==> src/shared/tmr2_pkg.sv <==
// Package: register map, field positions, reset values and modes for timer 2
package tmr2_pkg;
	// Byte addresses on the APB
	localparam logic [7:0] ADDR_CTRL = 8'hC8;
	localparam logic [7:0] ADDR_MODE = 8'hC9;
	localparam logic [7:0] ADDR_RELOAD_LOW = 8'hCA;
	localparam logic [7:0] ADDR_RELOAD_HIGH = 8'hCB;
	localparam logic [7:0] ADDR_COUNT_LOW = 8'hCC;
	localparam logic [7:0] ADDR_COUNT_HIGH = 8'hCD;
	// Control register fields
	localparam int CTRL_OVF = 7;
	localparam int CTRL_EXT = 6;
	localparam int CTRL_RXB = 5;
	localparam int CTRL_TXB = 4;
	localparam int CTRL_EXEN = 3;
	localparam int CTRL_RUN = 2;
	localparam int CTRL_CSEL = 1;
	localparam int CTRL_CAPT = 0;
	// Mode register fields
	localparam int MODE_CLKOUT = 1;
	localparam int MODE_UPDOWN = 0;
	// Reset values
	localparam logic [7:0] CTRL_RESET = 8'h00;
	localparam logic [1:0] MODE_RESET = 2'h0;
	localparam logic [15:0] COUNT_RESET = 16'h0000;
	localparam logic [15:0] COUNT_MAX = 16'hFFFF;
	// Timer tick divider: internal clock counts at F/12
	localparam int TICK_DIV = 12;
	localparam logic [3:0] TICK_LAST = 4'(TICK_DIV - 1);

	// Operating mode decoded from control bits
	typedef enum logic [2:0] {
		TM_RELOAD = 3'b001,
		TM_CAPTURE = 3'b010,
		TM_BAUD = 3'b100
	} tmr2_mode_t;

	// Complete block state
	typedef struct packed {
		logic [7:0] ctrl;
		logic [1:0] mode;
		logic [15:0] reload;
		logic [15:0] count;
		logic [3:0] div;
		logic half;
		logic [2:0] pin_sync;
		logic pin_prev;
		logic [2:0] dir_sync;
		logic clk_out;
		logic [31:0] prdata;
	} tmr2_state_t;
endpackage

==> src/rtl/tmr2_top.sv <==
// Timer 2: 16-bit up/down auto-reload timer with clock output, APB slave
//
// Operation
// - Count is two cascaded eight-bit halves
// - Select internal tick or falling pin edges
// - Advance only while run is set
// - Capture, reload and baud modes from bits
// - Updown bit turns reload into up/down
// - Direction pin high counts up, low down
// - Up overflow at FFFF sets overflow flag, except in baud or clock-out mode
// - Up overflow loads reload value
// - Down underflow when count equals reload
// - Underflow sets flag and loads FFFF
// - External flag toggles, no interrupt request
// - Clock out has fifty percent duty
// - Clock out counts at half oscillator
// - Output frequency F over four times span
// - Clock out overflow raises no interrupt
// - Generated clock drives the count pin
// - Baud and clock out share reload
// - Control register resets to zero
// - Mode register holds clkout and updown
`timescale 1ns/1ps
module tmr2_top (
	// Clock and reset
	input wire logic i_clk,
	input wire logic i_arst_n,
	// APB slave
	input wire logic i_psel,
	input wire logic i_penable,
	input wire logic i_pwrite,
	input wire logic [7:0] i_paddr,
	input wire logic [31:0] i_pwdata,
	output logic [31:0] o_prdata,
	output logic o_pready,
	output logic o_pslverr,
	// Pins
	input wire logic i_count_clock_pin,
	input wire logic i_direction_pin,
	output logic o_count_clock_pin,
	output logic o_count_clock_pin_oe_n,
	// Interrupt request toward the system controller
	output logic o_irq
);
	tmr2_pkg::tmr2_state_t s_q;
	tmr2_pkg::tmr2_state_t s_d;
	logic wr;
	logic rd;
	logic mapped;
	logic tick;
	logic pin_fall;
	logic inc_en;
	logic clkout;
	logic updown;
	logic dir_up;
	logic at_top;
	logic at_reload;
	logic wrap;
	logic irq_ev;
	tmr2_pkg::tmr2_mode_t op_mode;

	// Register address decode
	function automatic logic is_mapped(input logic [7:0] a);
		return a == tmr2_pkg::ADDR_CTRL || a == tmr2_pkg::ADDR_MODE ||
			a == tmr2_pkg::ADDR_RELOAD_LOW || a == tmr2_pkg::ADDR_RELOAD_HIGH ||
			a == tmr2_pkg::ADDR_COUNT_LOW || a == tmr2_pkg::ADDR_COUNT_HIGH;
	endfunction

	// APB strobes; zero wait states
	assign wr = i_psel && i_penable && i_pwrite;
	assign rd = i_psel && !i_penable && !i_pwrite;
	assign mapped = is_mapped(i_paddr);
	assign o_pready = 1'b1;
	assign o_pslverr = i_psel && i_penable && !mapped;
	assign o_prdata = s_q.prdata;

	// Mode decode: baud bits override capture select
	always_comb begin
		if (s_q.ctrl[tmr2_pkg::CTRL_RXB] || s_q.ctrl[tmr2_pkg::CTRL_TXB]) begin
			op_mode = tmr2_pkg::TM_BAUD;
		end else if (s_q.ctrl[tmr2_pkg::CTRL_CAPT]) begin
			op_mode = tmr2_pkg::TM_CAPTURE;
		end else begin
			op_mode = tmr2_pkg::TM_RELOAD;
		end
	end

	// Count source and direction
	assign clkout = s_q.mode[tmr2_pkg::MODE_CLKOUT];
	assign updown = s_q.mode[tmr2_pkg::MODE_UPDOWN] &&
		op_mode == tmr2_pkg::TM_RELOAD && !clkout;
	assign tick = s_q.div == tmr2_pkg::TICK_LAST;
	// A fall counts once stages two and three agree low
	assign pin_fall = s_q.pin_prev && !s_q.pin_sync[2] && !s_q.pin_sync[1];
	// Clock out always runs from the half-rate tick, ignoring the select
	always_comb begin
		if (!s_q.ctrl[tmr2_pkg::CTRL_RUN]) begin
			inc_en = 1'b0;
		end else if (clkout) begin
			inc_en = s_q.half;
		end else if (s_q.ctrl[tmr2_pkg::CTRL_CSEL]) begin
			inc_en = pin_fall;
		end else begin
			inc_en = tick;
		end
	end
	// Direction pin read from the third stage alone, with no agreement check
	assign dir_up = !updown || s_q.dir_sync[2];
	assign at_top = s_q.count == tmr2_pkg::COUNT_MAX;
	assign at_reload = s_q.count == s_q.reload;
	assign wrap = inc_en && (dir_up ? at_top : at_reload);
	// Clock-out and baud overflows request no interrupt
	assign irq_ev = wrap && !clkout && op_mode != tmr2_pkg::TM_BAUD;

	// Next-state logic for the whole block
	always_comb begin
		s_d = s_q;
		s_d.pin_sync = {s_q.pin_sync[1:0], i_count_clock_pin};
		s_d.dir_sync = {s_q.dir_sync[1:0], i_direction_pin};
		if (s_q.pin_sync[2] == s_q.pin_sync[1]) begin
			s_d.pin_prev = s_q.pin_sync[2];
		end
		s_d.div = tick ? 4'h0 : s_q.div + 4'h1;
		s_d.half = !s_q.half;
		// Counter: low byte carries into high through the 16-bit add
		if (inc_en) begin
			if (wrap) begin
				if (dir_up) begin
					s_d.count = s_q.reload;
				end else begin
					s_d.count = tmr2_pkg::COUNT_MAX;
				end
				// Toggle each wrap gives a 50% square wave at F/4/span
				if (clkout) begin
					s_d.clk_out = !s_q.clk_out;
				end
			end else if (dir_up) begin
				s_d.count = s_q.count + 16'h0001;
			end else begin
				s_d.count = s_q.count - 16'h0001;
			end
		end
		// Software writes; flags can only be cleared
		if (wr && mapped) begin
			unique case (i_paddr)
				tmr2_pkg::ADDR_CTRL: begin
					s_d.ctrl[5:0] = i_pwdata[5:0];
					if (!i_pwdata[tmr2_pkg::CTRL_OVF]) begin
						s_d.ctrl[tmr2_pkg::CTRL_OVF] = 1'b0;
					end
					if (!i_pwdata[tmr2_pkg::CTRL_EXT]) begin
						s_d.ctrl[tmr2_pkg::CTRL_EXT] = 1'b0;
					end
				end
				tmr2_pkg::ADDR_MODE: s_d.mode = i_pwdata[1:0];
				tmr2_pkg::ADDR_RELOAD_LOW: s_d.reload[7:0] = i_pwdata[7:0];
				tmr2_pkg::ADDR_RELOAD_HIGH: s_d.reload[15:8] = i_pwdata[7:0];
				tmr2_pkg::ADDR_COUNT_LOW: s_d.count[7:0] = i_pwdata[7:0];
				tmr2_pkg::ADDR_COUNT_HIGH: s_d.count[15:8] = i_pwdata[7:0];
				default: ;
			endcase
		end
		// Hardware set wins over a same-cycle clear
		if (irq_ev) begin
			s_d.ctrl[tmr2_pkg::CTRL_OVF] = 1'b1;
		end
		if (wrap && updown) begin
			s_d.ctrl[tmr2_pkg::CTRL_EXT] = !s_q.ctrl[tmr2_pkg::CTRL_EXT];
		end
		// Read data latched in setup phase
		if (rd) begin
			s_d.prdata = 32'h0000_0000;
			unique case (i_paddr)
				tmr2_pkg::ADDR_CTRL: s_d.prdata[7:0] = s_q.ctrl;
				tmr2_pkg::ADDR_MODE: s_d.prdata[1:0] = s_q.mode;
				tmr2_pkg::ADDR_RELOAD_LOW: s_d.prdata[7:0] = s_q.reload[7:0];
				tmr2_pkg::ADDR_RELOAD_HIGH: s_d.prdata[7:0] = s_q.reload[15:8];
				tmr2_pkg::ADDR_COUNT_LOW: s_d.prdata[7:0] = s_q.count[7:0];
				tmr2_pkg::ADDR_COUNT_HIGH: s_d.prdata[7:0] = s_q.count[15:8];
				default: ;
			endcase
		end
	end

	// State register
	always_ff @(posedge i_clk or negedge i_arst_n) begin
		if (!i_arst_n) begin
			s_q <= '0;
			s_q.ctrl <= tmr2_pkg::CTRL_RESET;
			s_q.mode <= tmr2_pkg::MODE_RESET;
			s_q.count <= tmr2_pkg::COUNT_RESET;
			s_q.pin_sync <= 3'h7;
			s_q.pin_prev <= 1'b1;
		end else begin
			s_q <= s_d;
		end
	end

	// Pin drive: enable active low while clock out is on
	assign o_count_clock_pin = s_q.clk_out;
	assign o_count_clock_pin_oe_n = !clkout;
	assign o_irq = s_q.ctrl[tmr2_pkg::CTRL_OVF];

	// Assertions
	property p_hold;
		@(posedge i_clk) disable iff (!i_arst_n)
		!s_q.ctrl[tmr2_pkg::CTRL_RUN] && !wr |=> $stable(s_q.count);
	endproperty
	a_hold: assert property (p_hold) else $error("count moved while stopped");
	property p_up_reload;
		@(posedge i_clk) disable iff (!i_arst_n)
		wrap && dir_up && !wr |=> s_q.count == $past(s_q.reload);
	endproperty
	a_up_reload: assert property (p_up_reload) else $error("no reload");
	property p_down_max;
		@(posedge i_clk) disable iff (!i_arst_n)
		wrap && !dir_up && !wr |=> s_q.count == 16'hFFFF;
	endproperty
	a_down_max: assert property (p_down_max) else $error("no FFFF load");
	property p_flag;
		@(posedge i_clk) disable iff (!i_arst_n)
		irq_ev |=> o_irq;
	endproperty
	a_flag: assert property (p_flag) else $error("flag not set");
	property p_ext;
		@(posedge i_clk) disable iff (!i_arst_n)
		wrap && updown |=> s_q.ctrl[6] != $past(s_q.ctrl[6]);
	endproperty
	a_ext: assert property (p_ext) else $error("ext flag no toggle");
	property p_noirq_clk;
		@(posedge i_clk) disable iff (!i_arst_n)
		clkout && !o_irq |=> !o_irq;
	endproperty
	a_noirq_clk: assert property (p_noirq_clk) else $error("clkout irq");
	property p_oe;
		@(posedge i_clk) disable iff (!i_arst_n)
		o_count_clock_pin_oe_n == !s_q.mode[1];
	endproperty
	a_oe: assert property (p_oe) else $error("pin drive wrong");
	property p_half;
		@(posedge i_clk) disable iff (!i_arst_n)
		clkout && s_q.ctrl[tmr2_pkg::CTRL_RUN] |-> inc_en == s_q.half;
	endproperty
	a_half: assert property (p_half) else $error("not half rate");
	// Half-rate enable alternates every cycle
	property p_half_toggle;
		@(posedge i_clk) disable iff (!i_arst_n)
		1'b1 |=> s_q.half != $past(s_q.half);
	endproperty
	a_half_toggle: assert property (p_half_toggle) else $error("half stuck");
	// A single pin fall must not count twice
	property p_fall_once;
		@(posedge i_clk) disable iff (!i_arst_n)
		pin_fall |=> !pin_fall;
	endproperty
	a_fall_once: assert property (p_fall_once) else $error("double fall");
	// Internal tick is a one-cycle pulse
	property p_tick_gap;
		@(posedge i_clk) disable iff (!i_arst_n)
		tick |=> !tick;
	endproperty
	a_tick_gap: assert property (p_tick_gap) else $error("tick too long");
	// Divider never leaves its range
	property p_div_range;
		@(posedge i_clk) disable iff (!i_arst_n)
		s_q.div <= tmr2_pkg::TICK_LAST;
	endproperty
	a_div_range: assert property (p_div_range) else $error("divider range");
	// No advance without run
	property p_run_inc;
		@(posedge i_clk) disable iff (!i_arst_n)
		!s_q.ctrl[tmr2_pkg::CTRL_RUN] |-> !inc_en;
	endproperty
	a_run_inc: assert property (p_run_inc) else $error("inc while stopped");
	// Counter mode follows pin falls only
	property p_csel_pin;
		@(posedge i_clk) disable iff (!i_arst_n)
		s_q.ctrl[tmr2_pkg::CTRL_RUN] && !clkout &&
		s_q.ctrl[tmr2_pkg::CTRL_CSEL] |-> inc_en == pin_fall;
	endproperty
	a_csel_pin: assert property (p_csel_pin) else $error("pin select");
	// Timer mode follows the internal tick only
	property p_timer_tick;
		@(posedge i_clk) disable iff (!i_arst_n)
		s_q.ctrl[tmr2_pkg::CTRL_RUN] && !clkout &&
		!s_q.ctrl[tmr2_pkg::CTRL_CSEL] |-> inc_en == tick;
	endproperty
	a_timer_tick: assert property (p_timer_tick) else $error("tick select");
	// Up step carries from low into high byte
	property p_up_step;
		@(posedge i_clk) disable iff (!i_arst_n)
		inc_en && !wrap && dir_up && !wr |=>
		s_q.count == $past(s_q.count) + 16'h0001;
	endproperty
	a_up_step: assert property (p_up_step) else $error("bad up step");
	// Down step borrows across both bytes
	property p_dn_step;
		@(posedge i_clk) disable iff (!i_arst_n)
		inc_en && !wrap && !dir_up && !wr |=>
		s_q.count == $past(s_q.count) - 16'h0001;
	endproperty
	a_dn_step: assert property (p_dn_step) else $error("bad down step");
	// Up wrap only from the top value
	property p_up_top;
		@(posedge i_clk) disable iff (!i_arst_n)
		wrap && dir_up |-> at_top;
	endproperty
	a_up_top: assert property (p_up_top) else $error("early overflow");
	// Down wrap only at the reload value
	property p_dn_reload;
		@(posedge i_clk) disable iff (!i_arst_n)
		wrap && !dir_up |-> at_reload;
	endproperty
	a_dn_reload: assert property (p_dn_reload) else $error("early underflow");
	// Overflow flag sticks until software clears it
	property p_ovf_sticky;
		@(posedge i_clk) disable iff (!i_arst_n)
		s_q.ctrl[tmr2_pkg::CTRL_OVF] && !wr |=> s_q.ctrl[tmr2_pkg::CTRL_OVF];
	endproperty
	a_ovf_sticky: assert property (p_ovf_sticky) else $error("flag lost");
	// External flag moves only on a wrap or a write
	property p_ext_quiet;
		@(posedge i_clk) disable iff (!i_arst_n)
		!(wrap && updown) && !wr |=> $stable(s_q.ctrl[tmr2_pkg::CTRL_EXT]);
	endproperty
	a_ext_quiet: assert property (p_ext_quiet) else $error("ext flag moved");
	// Low direction pin gives down count in up/down mode
	property p_dir_down;
		@(posedge i_clk) disable iff (!i_arst_n)
		updown && !s_q.dir_sync[2] |-> !dir_up;
	endproperty
	a_dir_down: assert property (p_dir_down) else $error("not counting down");
	// Without the updown bit the timer only counts up
	property p_updown_off;
		@(posedge i_clk) disable iff (!i_arst_n)
		!s_q.mode[tmr2_pkg::MODE_UPDOWN] |-> dir_up;
	endproperty
	a_updown_off: assert property (p_updown_off) else $error("down w/o updown");
	// Clock out flips on every wrap
	property p_clk_toggle;
		@(posedge i_clk) disable iff (!i_arst_n)
		wrap && clkout |=> o_count_clock_pin != $past(o_count_clock_pin);
	endproperty
	a_clk_toggle: assert property (p_clk_toggle) else $error("no clock flip");
	// Clock out holds between wraps, keeping the duty even
	property p_clk_steady;
		@(posedge i_clk) disable iff (!i_arst_n)
		!(wrap && clkout) |=> $stable(o_count_clock_pin);
	endproperty
	a_clk_steady: assert property (p_clk_steady) else $error("clock glitch");
	// Clock-out wraps raise no flag
	property p_clkout_noflag;
		@(posedge i_clk) disable iff (!i_arst_n)
		clkout |-> !irq_ev;
	endproperty
	a_clkout_noflag: assert property (p_clkout_noflag) else $error("clkout flag");
	// Baud mode wraps raise no flag
	property p_baud_noflag;
		@(posedge i_clk) disable iff (!i_arst_n)
		op_mode == tmr2_pkg::TM_BAUD |-> !irq_ev;
	endproperty
	a_baud_noflag: assert property (p_baud_noflag) else $error("baud flag");
	// Refused writes leave the registers alone
	property p_wr_refused;
		@(posedge i_clk) disable iff (!i_arst_n)
		wr && !mapped |=> $stable(s_q.mode) && $stable(s_q.reload);
	endproperty
	a_wr_refused: assert property (p_wr_refused) else $error("bad write hit");
	// Upper read bits are always zero
	property p_rd_upper;
		@(posedge i_clk) disable iff (!i_arst_n)
		o_prdata[31:8] == 24'h000000;
	endproperty
	a_rd_upper: assert property (p_rd_upper) else $error("upper bits set");
	// Zero wait states on every transfer
	property p_pready;
		@(posedge i_clk) disable iff (!i_arst_n)
		o_pready;
	endproperty
	a_pready: assert property (p_pready) else $error("wait state");
	// Main scenarios reached
	c_ext_fall: cover property (@(posedge i_clk) pin_fall && inc_en);
	c_updown_wrap: cover property (@(posedge i_clk) wrap && updown);
	c_wrap_up: cover property (@(posedge i_clk) wrap && dir_up);
	c_wrap_dn: cover property (@(posedge i_clk) wrap && !dir_up);
	c_clkout: cover property (@(posedge i_clk) clkout && wrap);
endmodule

==> config.mk <==
export PLATFORM = sky130hd
export DESIGN_NAME = tmr2_top
export DESIGN_NICKNAME = d
export VERILOG_FILES = /design/src/shared/tmr2_pkg.sv /design/src/rtl/tmr2_top.sv
export SDC_FILE = /design/constraint.sdc
export NUM_CORES = 1
export LEC_CHECK = 0
export BUFFER_PORTS_ARGS = -buffer_cell sky130_fd_sc_hd__buf_2
export CORE_ASPECT_RATIO = 1.5
export CORE_MARGIN = 5
export CORE_UTILIZATION = 60
export DETAILED_ROUTE_END_ITERATION = 16
export GPL_ROUTABILITY_DRIVEN = 1
export PLACE_DENSITY = 0.94
export SETUP_SLACK_MARGIN = 0.2
export SLEW_MARGIN = 15
export SYNTH_ARGS = -nofsm -noshare
export SYNTH_HDL_FRONTEND = slang
export SYNTH_SLANG_ARGS = --single-unit
==> constraint.sdc <==
create_clock -name i_clk -period 9.8 [get_ports i_clk]
set_clock_uncertainty 0.05 [all_clocks]
set_input_delay 0.49 -clock i_clk [delete_from_list [all_inputs] [get_ports i_clk]]
set_output_delay 0.49 -clock i_clk [all_outputs]
set_load 0.01 [all_outputs]
==> results.py, run 1 <==
metrics = {
    "critical_path": {
        "cp-end-kind": "flip-flop",
        "cp-endpoint": "s_q[50]",
        "required_ns": 10.01,
        "critPathLaunchType": "flip-flop",
        "reg2regPathDepth": 10,
        "cp_data_arrival_time_ns": 4.02,
        "worstPathMaxFanout": 31,
        "path_class": "reg2reg",
        "r2r-end": "s_q[50]",
        "cp-startpoint": "s_q[79]",
        "r2r_slack_ns": 5.99,
        "rr_startpoint": "s_q[79]",
    },
    "place": {
        "dp.cells": 555,
        "dpl.hpwl_um": 8340,
        "gp_congestion": 0.938,
        "io_buffers": 34,
    },
    "route": {
        "drt_first_iter_violations": 445,
        "drc_errors": 0,
        "wire_per_inst_um": 20.9,
        "viasPerCell": 6.93,
        "dr.pass1.iters": 5,
        "num_vias": 3955,
        "final_antenna_net_count": 0,
        "finalWirelength_um": 11900,
    },
    "power": {
        "ir_drop_v": 0.0000706,
        "leakagePower_nw": 1.88,
        "p_total_mw": 0.568,
        "power.density_nw_per_um2": 126,
    },
    "sta": {
        "rsz0062_at_grt": "false",
        "finalMaxSlewViolations": 0,
        "finalSetupTns_ns": 0,
        "setup_viol": 0,
        "max_freq_mhz": 263,
        "max-slew-margin-rel_pct": 47.0,
        "period_needed_ns": 3.81,
        "finalHoldViolations": 0,
        "finalCritPeriodShare_pct": 38.9,
        "worst_pin_slew_ns": 0.795,
    },
    "synth": {
        "yosysMostFrequentCell": "dfrtp_1",
        "synthTopCellsByArea": "dfrtp_1 (34%), mux2_2 (9.2%), buf_4 (6.1%)",
        "syn_area_per_cell_um2": 8.94,
        "yosysWarnings": 0,
        "synth_top_area_cell": "dfrtp_1",
        "ys_ff_latch": 63,
        "syn-cell-area_um2": 4290,
        "ys.flop_type": "dfrtp_1",
        "synth_commonest_cells": "dfrtp_1 (59), nand2_1 (45), buf_4 (35), mux2_2 (35), nor2_1 (35)",
        "ys_types": 65,
        "seq_area_frac_synth_pct": 36.9,
        "synth-edff-count": 0,
        "synth_top_area_share_pct": 34.4,
        "syn-instance-count": 480,
        "synth-async-reset-ratio_pct": 100,
    },
    "cells_and_area": {
        "fin_util_pct": 65.4,
        "nets": 537,
        "syn_to_final_growth_pct": 5.25,
        "drive_above_1_share_pct": 20.9,
        "final_cell_count_no_fill": 571,
        "register_area_um2": 1580,
        "num_antenna_cells": 0,
        "nFillCells": 526,
        "multi_input_area_um2": 2350,
    },
    "cts": {
        "ctsHoldBuffers": 0,
        "cts_buffers": 9,
        "clk_path_buf_depth": 2,
        "cts_resized": 0,
        "cts_tree": "built",
        "path_clk_slew_ns": 0.07,
        "clock_latency_ns": 0.36,
        "postCtsSetupBuffers": 0,
        "clock-sinks": 63,
        "root_buffer": "clkbuf_8",
        "h-tree-depth": 3,
    },
    "global_routing": {
        "gr-total-overflow": 0,
        "grtUsageTotal_pct": 27.6,
        "antenna_found_initial": 0,
        "grt_pass1_wl_um": 19300,
        "grt_pass1_vias": 3872,
        "grt_max_degree": 64,
    },
    "status": {
        "outcome": "finished, final reports clean",
    },
    "die": {
        "rows": 37,
        "start_util_pct": 62.2,
        "ioPinCount": 84,
        "core_region_area_um2": 6900,
        "die_width_um": 79.0,
        "die_h_um": 114,
        "dieArea_um2": 8970,
    },
    "flow_run": {
        "drv_cap": 0,
    },
    "hold_path": {
        "hp-class": "in2reg",
    },
}
## placed cells by master (no fill, tap or decap), drive strengths merged, types with 7 or more instances in the layout
cell,Yosys,final
nand3,15,15
clkbuf,25,10
and3,7,7
xor2,8,8
o21ai,25,25
conb,2,25
dfrtp,59,59
a22oi,12,12
nor3,10,10
a31oi,16,16
inv,8,8
mux2,35,35
buf,44,43
nor2,35,35
a21oi,18,18
xnor2,13,13
nand2,45,45
## routing by layer
metal  share of wire [%]  GRT usage [%]
met1                  35           31.3
met2                  48           44.2
met5                   0              0
met4                 7.4           21.9
met3                 9.5           6.32
## per-stage QoR
step           hold WS (ns)  instance area [um2]  setup slack [ns]
6_report              0.172                 4510              5.99
5_1_grt               0.170                 4510              5.80
4_1_cts               0.167                 4510              6.06
3_5_place_dp          0.295                 4300              6.08
3_3_place_gp          0.283                 4300              6.16
2_1_floorplan         0.144                 4380              6.51
## worst min-delay path by stage
stage | start | endpoint | cells after the start
final | i_count_clock_pin | s_d[38] | 1
after global routing | i_count_clock_pin | s_d[38] | 1
after CTS | i_count_clock_pin | s_d[38] | 1
after detailed placement | s_d[35] | s_q[35] | 0
after global placement | s_d[35] | s_q[35] | 0
after floorplan | i_arst_n | clkout | 0
## state kept, by name, summed over array words and instances, names as in the netlist
| signal | count |
|---|---|
| clkout | 1 |
| o_count_clock_pin | 1 |
| o_irq | 1 |
| o_prdata | 8 |
| s_d | 4 |
| s_q | 48 |
## report_power, final
| part | leakage (nW) | switching (mW) | internal, mW |
|---|---|---|---|
| Combinational | 0.996 | 0.0292 | 0.0164 |
| Clock | 0.102 | 0.103 | 0.142 |
| Sequential | 0.782 | 0.00762 | 0.269 |
## final cells by class
cell class,instances,share of cell area [%]
clock inverters,6,1.88
repair buffers,43,5.27
flip-flops and latches,63,35.0
well taps,78,2.16
inverters,8,0.665
multi-input cells,363,52.2
clock buffers,10,2.83
## worst max-delay path, cell delays in order, from the launching register on
cell       delay, ns
dfrtp_1         0.44
nor3b_4         0.52
nand2_1         0.17
buf_4           0.27
o31ai_1         0.28
o2111ai_1       0.21
a2111oi_4       0.60
buf_4           0.41
mux2_2          0.38
a211o_1         0.29
o311ai_1        0.08
## kinds of logic (layout without fill, tap and decap cells)
| group | after synthesis | after routing | synth area share (%) |
|---|---|---|---|
| muxes | 39 | 39 | 10.1 |
| and+or+nand+nor | 161 | 161 | 19.5 |
| AOI/OAI and AO/OA | 114 | 114 | 18.0 |
| other | 2 | 25 | 0.175 |
| buffers and inverters | 77 | 67 | 10.2 |
| xor gates and xnor gates | 21 | 21 | 4.29 |
| adders and majority gates | 3 | 3 | 0.817 |
| DFF | 63 | 63 | 36.9 |
Note: power is estimated with default switching activity, not from simulation.
==> inputs of run 2 (changes only) <==
--- a/config.mk
+++ b/config.mk
@@ -5,13 +5,14 @@
 export SDC_FILE = /design/constraint.sdc
 export NUM_CORES = 1
 export LEC_CHECK = 0
+export ABC_AREA = 1
 export BUFFER_PORTS_ARGS = -buffer_cell sky130_fd_sc_hd__buf_2
 export CORE_ASPECT_RATIO = 1.5
 export CORE_MARGIN = 5
-export CORE_UTILIZATION = 60
+export CORE_UTILIZATION = 57
 export DETAILED_ROUTE_END_ITERATION = 16
 export GPL_ROUTABILITY_DRIVEN = 1
-export PLACE_DENSITY = 0.94
+export PLACE_DENSITY = 0.89
 export SETUP_SLACK_MARGIN = 0.2
 export SLEW_MARGIN = 15
 export SYNTH_ARGS = -nofsm -noshare
==> constraint.sdc (replaced) <==
create_clock -name i_clk -period 3.66 [get_ports i_clk]
set_clock_uncertainty 0.05 [all_clocks]
set_input_delay 0.183 -clock i_clk [delete_from_list [all_inputs] [get_ports i_clk]]
set_output_delay 0.183 -clock i_clk [all_outputs]
set_load 0.01 [all_outputs]
==> results.py, run 2 <==
metrics = {
    "critical_path": {
        "rr_startpoint": "clkout",
        "worstPathMaxFanout": 33,
        "reg2regPathDepth": 21,
        "critPathLaunchType": "flip-flop",
        "r2r-end": "s_q[57]",
        "cp_slowest_stage_delay_ns": 0.41,
        "cp.buffers_inverters": 4,
        "cp-end-kind": "flip-flop",
        "crit_chain": "inv_2, nand2_4, nor2_8, nand2_4, buf_4, nand2_1, nand2_1, inv_1, ha_1, inv_1, nand2_1, nand2_1, nand2_1, nand3_1, nand2_1, nand2_1, nand2_1, nand2_1, nand2_1, nand2_1, a21oi_1",
        "cp_slowest_cell": "dfrtp_1",
        "path_class": "reg2reg",
        "required_ns": 3.86,
        "r2r_slack_ns": 0.63,
        "cp_common_cell": "nand2_1",
        "cp_data_arrival_time_ns": 3.24,
        "path_delay_family": "simple AND/OR/NAND/NOR gates",
    },
    "sta": {
        "finalHoldViolations": 0,
        "max_freq_mhz": 330,
        "max-slew-margin-rel_pct": 22.1,
        "setup_viol": 0,
        "finalCritPeriodShare_pct": 82.9,
        "rsz0062_at_grt": "false",
        "finalSetupTns_ns": 0,
        "worst_pin_slew_ns": 1.16,
        "period_needed_ns": 3.03,
        "finalMaxSlewViolations": 0,
    },
    "hold_path": {
        "hold_path_depth": 3,
        "holdPathEnd": "s_q[84]",
        "min_from": "i_pwdata[5]",
        "hp-class": "in2reg",
    },
    "place": {
        "dp.cells": 789,
        "gp_congestion": 0.991,
        "io_buffers": 34,
        "dpl.hpwl_um": 10600,
    },
    "synth": {
        "syn-cell-area_um2": 4660,
        "synth_commonest_cells": "nand2_1 (174), inv_1 (79), dfrtp_1 (59)",
        "syn_area_per_cell_um2": 6.96,
        "synth-edff-count": 0,
        "yosysMostFrequentCell": "nand2_1",
        "synthTopCellsByArea": "dfrtp_1 (32%), nand2_1 (14%), inv_1 (6.4%)",
        "ys_ff_latch": 63,
        "yosysWarnings": 0,
        "synth_top_area_share_pct": 31.7,
        "seq_area_frac_synth_pct": 33.9,
        "syn-instance-count": 670,
        "ys_types": 48,
        "synth_top_area_cell": "dfrtp_1",
        "ys.flop_type": "dfrtp_1",
        "synth-async-reset-ratio_pct": 100,
    },
    "cts": {
        "root_buffer": "clkbuf_16",
        "cts_resized": 0,
        "clock_latency_ns": 0.33,
        "clock-sinks": 63,
        "clk_path_buf_depth": 2,
        "cts_buffers": 9,
        "path_clk_slew_ns": 0.06,
        "ctsHoldBuffers": 3,
        "cts_tree": "built",
        "postCtsSetupBuffers": 0,
        "h-tree-depth": 3,
    },
    "cells_and_area": {
        "regMostFlops": "s_q",
        "final_cell_count_no_fill": 808,
        "nFillCells": 697,
        "final_cell_mix": "nand2_1 (174), inv_1 (79), dfrtp_1 (59), nor2_1 (58), nand3_1 (46)",
        "num_antenna_cells": 0,
        "drive_above_1_share_pct": 13.1,
        "syn_to_final_growth_pct": 8.56,
        "layout_commonest_cell": "nand2_1",
        "nets": 747,
        "largest_reg_flops": 48,
    },
    "route": {
        "drc_errors": 0,
        "wire_per_inst_um": 17.2,
        "dr.pass1.iters": 5,
        "final_antenna_net_count": 0,
        "num_vias": 4625,
        "finalWirelength_um": 13900,
        "viasPerCell": 5.72,
        "drt_first_iter_violations": 452,
    },
    "global_routing": {
        "grt_max_degree": 44,
        "antenna_found_initial": 0,
        "gr-total-overflow": 0,
        "grt_pass1_vias": 4408,
        "grtUsageTotal_pct": 27.9,
        "grt_pass1_wl_um": 22200,
    },
    "die": {
        "ioPinCount": 84,
        "core_region_area_um2": 8010,
        "dieArea_um2": 10100,
        "die_width_um": 83.9,
        "start_util_pct": 58.3,
        "rows": 40,
        "die_h_um": 121,
    },
    "power": {
        "power.density_nw_per_um2": 529,
        "ir_drop_v": 0.000408,
        "leakagePower_nw": 2.67,
    },
    "flow_run": {
        "drv_cap": 0,
    },
    "status": {
        "outcome": "finished, final reports clean",
    },
}
## run 2: power by group
| part | internal, mW | total, mW | switching (mW) |
|---|---|---|---|
| Clock | 0.475 | 0.786 | 0.311 |
| Sequential | 0.787 | 0.931 | 0.143 |
| Combinational | 0.321 | 0.964 | 0.643 |
## run 2: area by class of cell
class,instances,area (um2),area share (%)
clock buffers,11,243,4.79
clock inverters,5,33.8,0.667
inverters,85,320,6.33
multi-input cells,494,2490,49.2
flip-flops and latches,63,1580,31.2
well taps,105,131,2.59
repair buffers,45,260,5.14
## run 2: through the flow
step | hold WS, ns | util (%) | worst slack (ns) | area, um2 | power (mW)
floorplan | -0.163 | - | 1.51 | 4750 | 1.62
global placement | 0.240 | 59.4 | 0.805 | 4760 | 1.85
detailed placement | 0.240 | 59.4 | 0.685 | 4760 | 1.87
CTS | 0.0517 | 63.2 | 0.673 | 5060 | 2.65
global route | 0.0821 | 63.2 | 0.430 | 5060 | 2.83
finish | 0.0548 | 63.2 | 0.626 | 5060 | 2.68
## run 2: how the worst max path moves through the flow
stage / from / cells after the start / slack (ns) / endpoint
4_1_cts: clkout / 21 / 0.67 / s_q[57]
6_report: clkout / 21 / 0.63 / s_q[57]
3_3_place_gp: clkout / 21 / 0.81 / s_q[57]
3_5_place_dp: clkout / 21 / 0.69 / s_q[57]
5_1_grt: clkout / 21 / 0.43 / s_q[57]
2_1_floorplan: s_q[79] / 18 / 1.51 / s_q[53]
## run 2: worst register-to-register path, delay by kind of cell (launching register included)
| family | cells | cell delay, ns |
|---|---|---|
| AO/OA/AOI/OAI | 1 | 0.17 |
| adder cells (fa/ha/maj) | 1 | 0.13 |
| buffers and inverters | 4 | 0.57 |
| flip-flops | 1 | 0.41 |
| AND/OR/NAND/NOR | 15 | 1.61 |
## run 2: logic make-up (layout without fill, tap and decap cells)
kind of cell	after synthesis	in the layout	share of synthesized area, %
buffers and inverters	136	146	14.5
and+or+nand+nor	324	324	30.8
AOI/OAI and AO/OA	118	118	15.4
other	2	25	0.161
xor gates and xnor gates	25	25	4.69
DFF	63	63	33.9
adders and majority gates	2	2	0.536
## run 2: layer usage
metal	GRT usage (%)	part of all wire (%)
met3	3.14	6.6
met1	31.8	36
met4	17.8	6.3
met2	49.1	51
met5	0	0
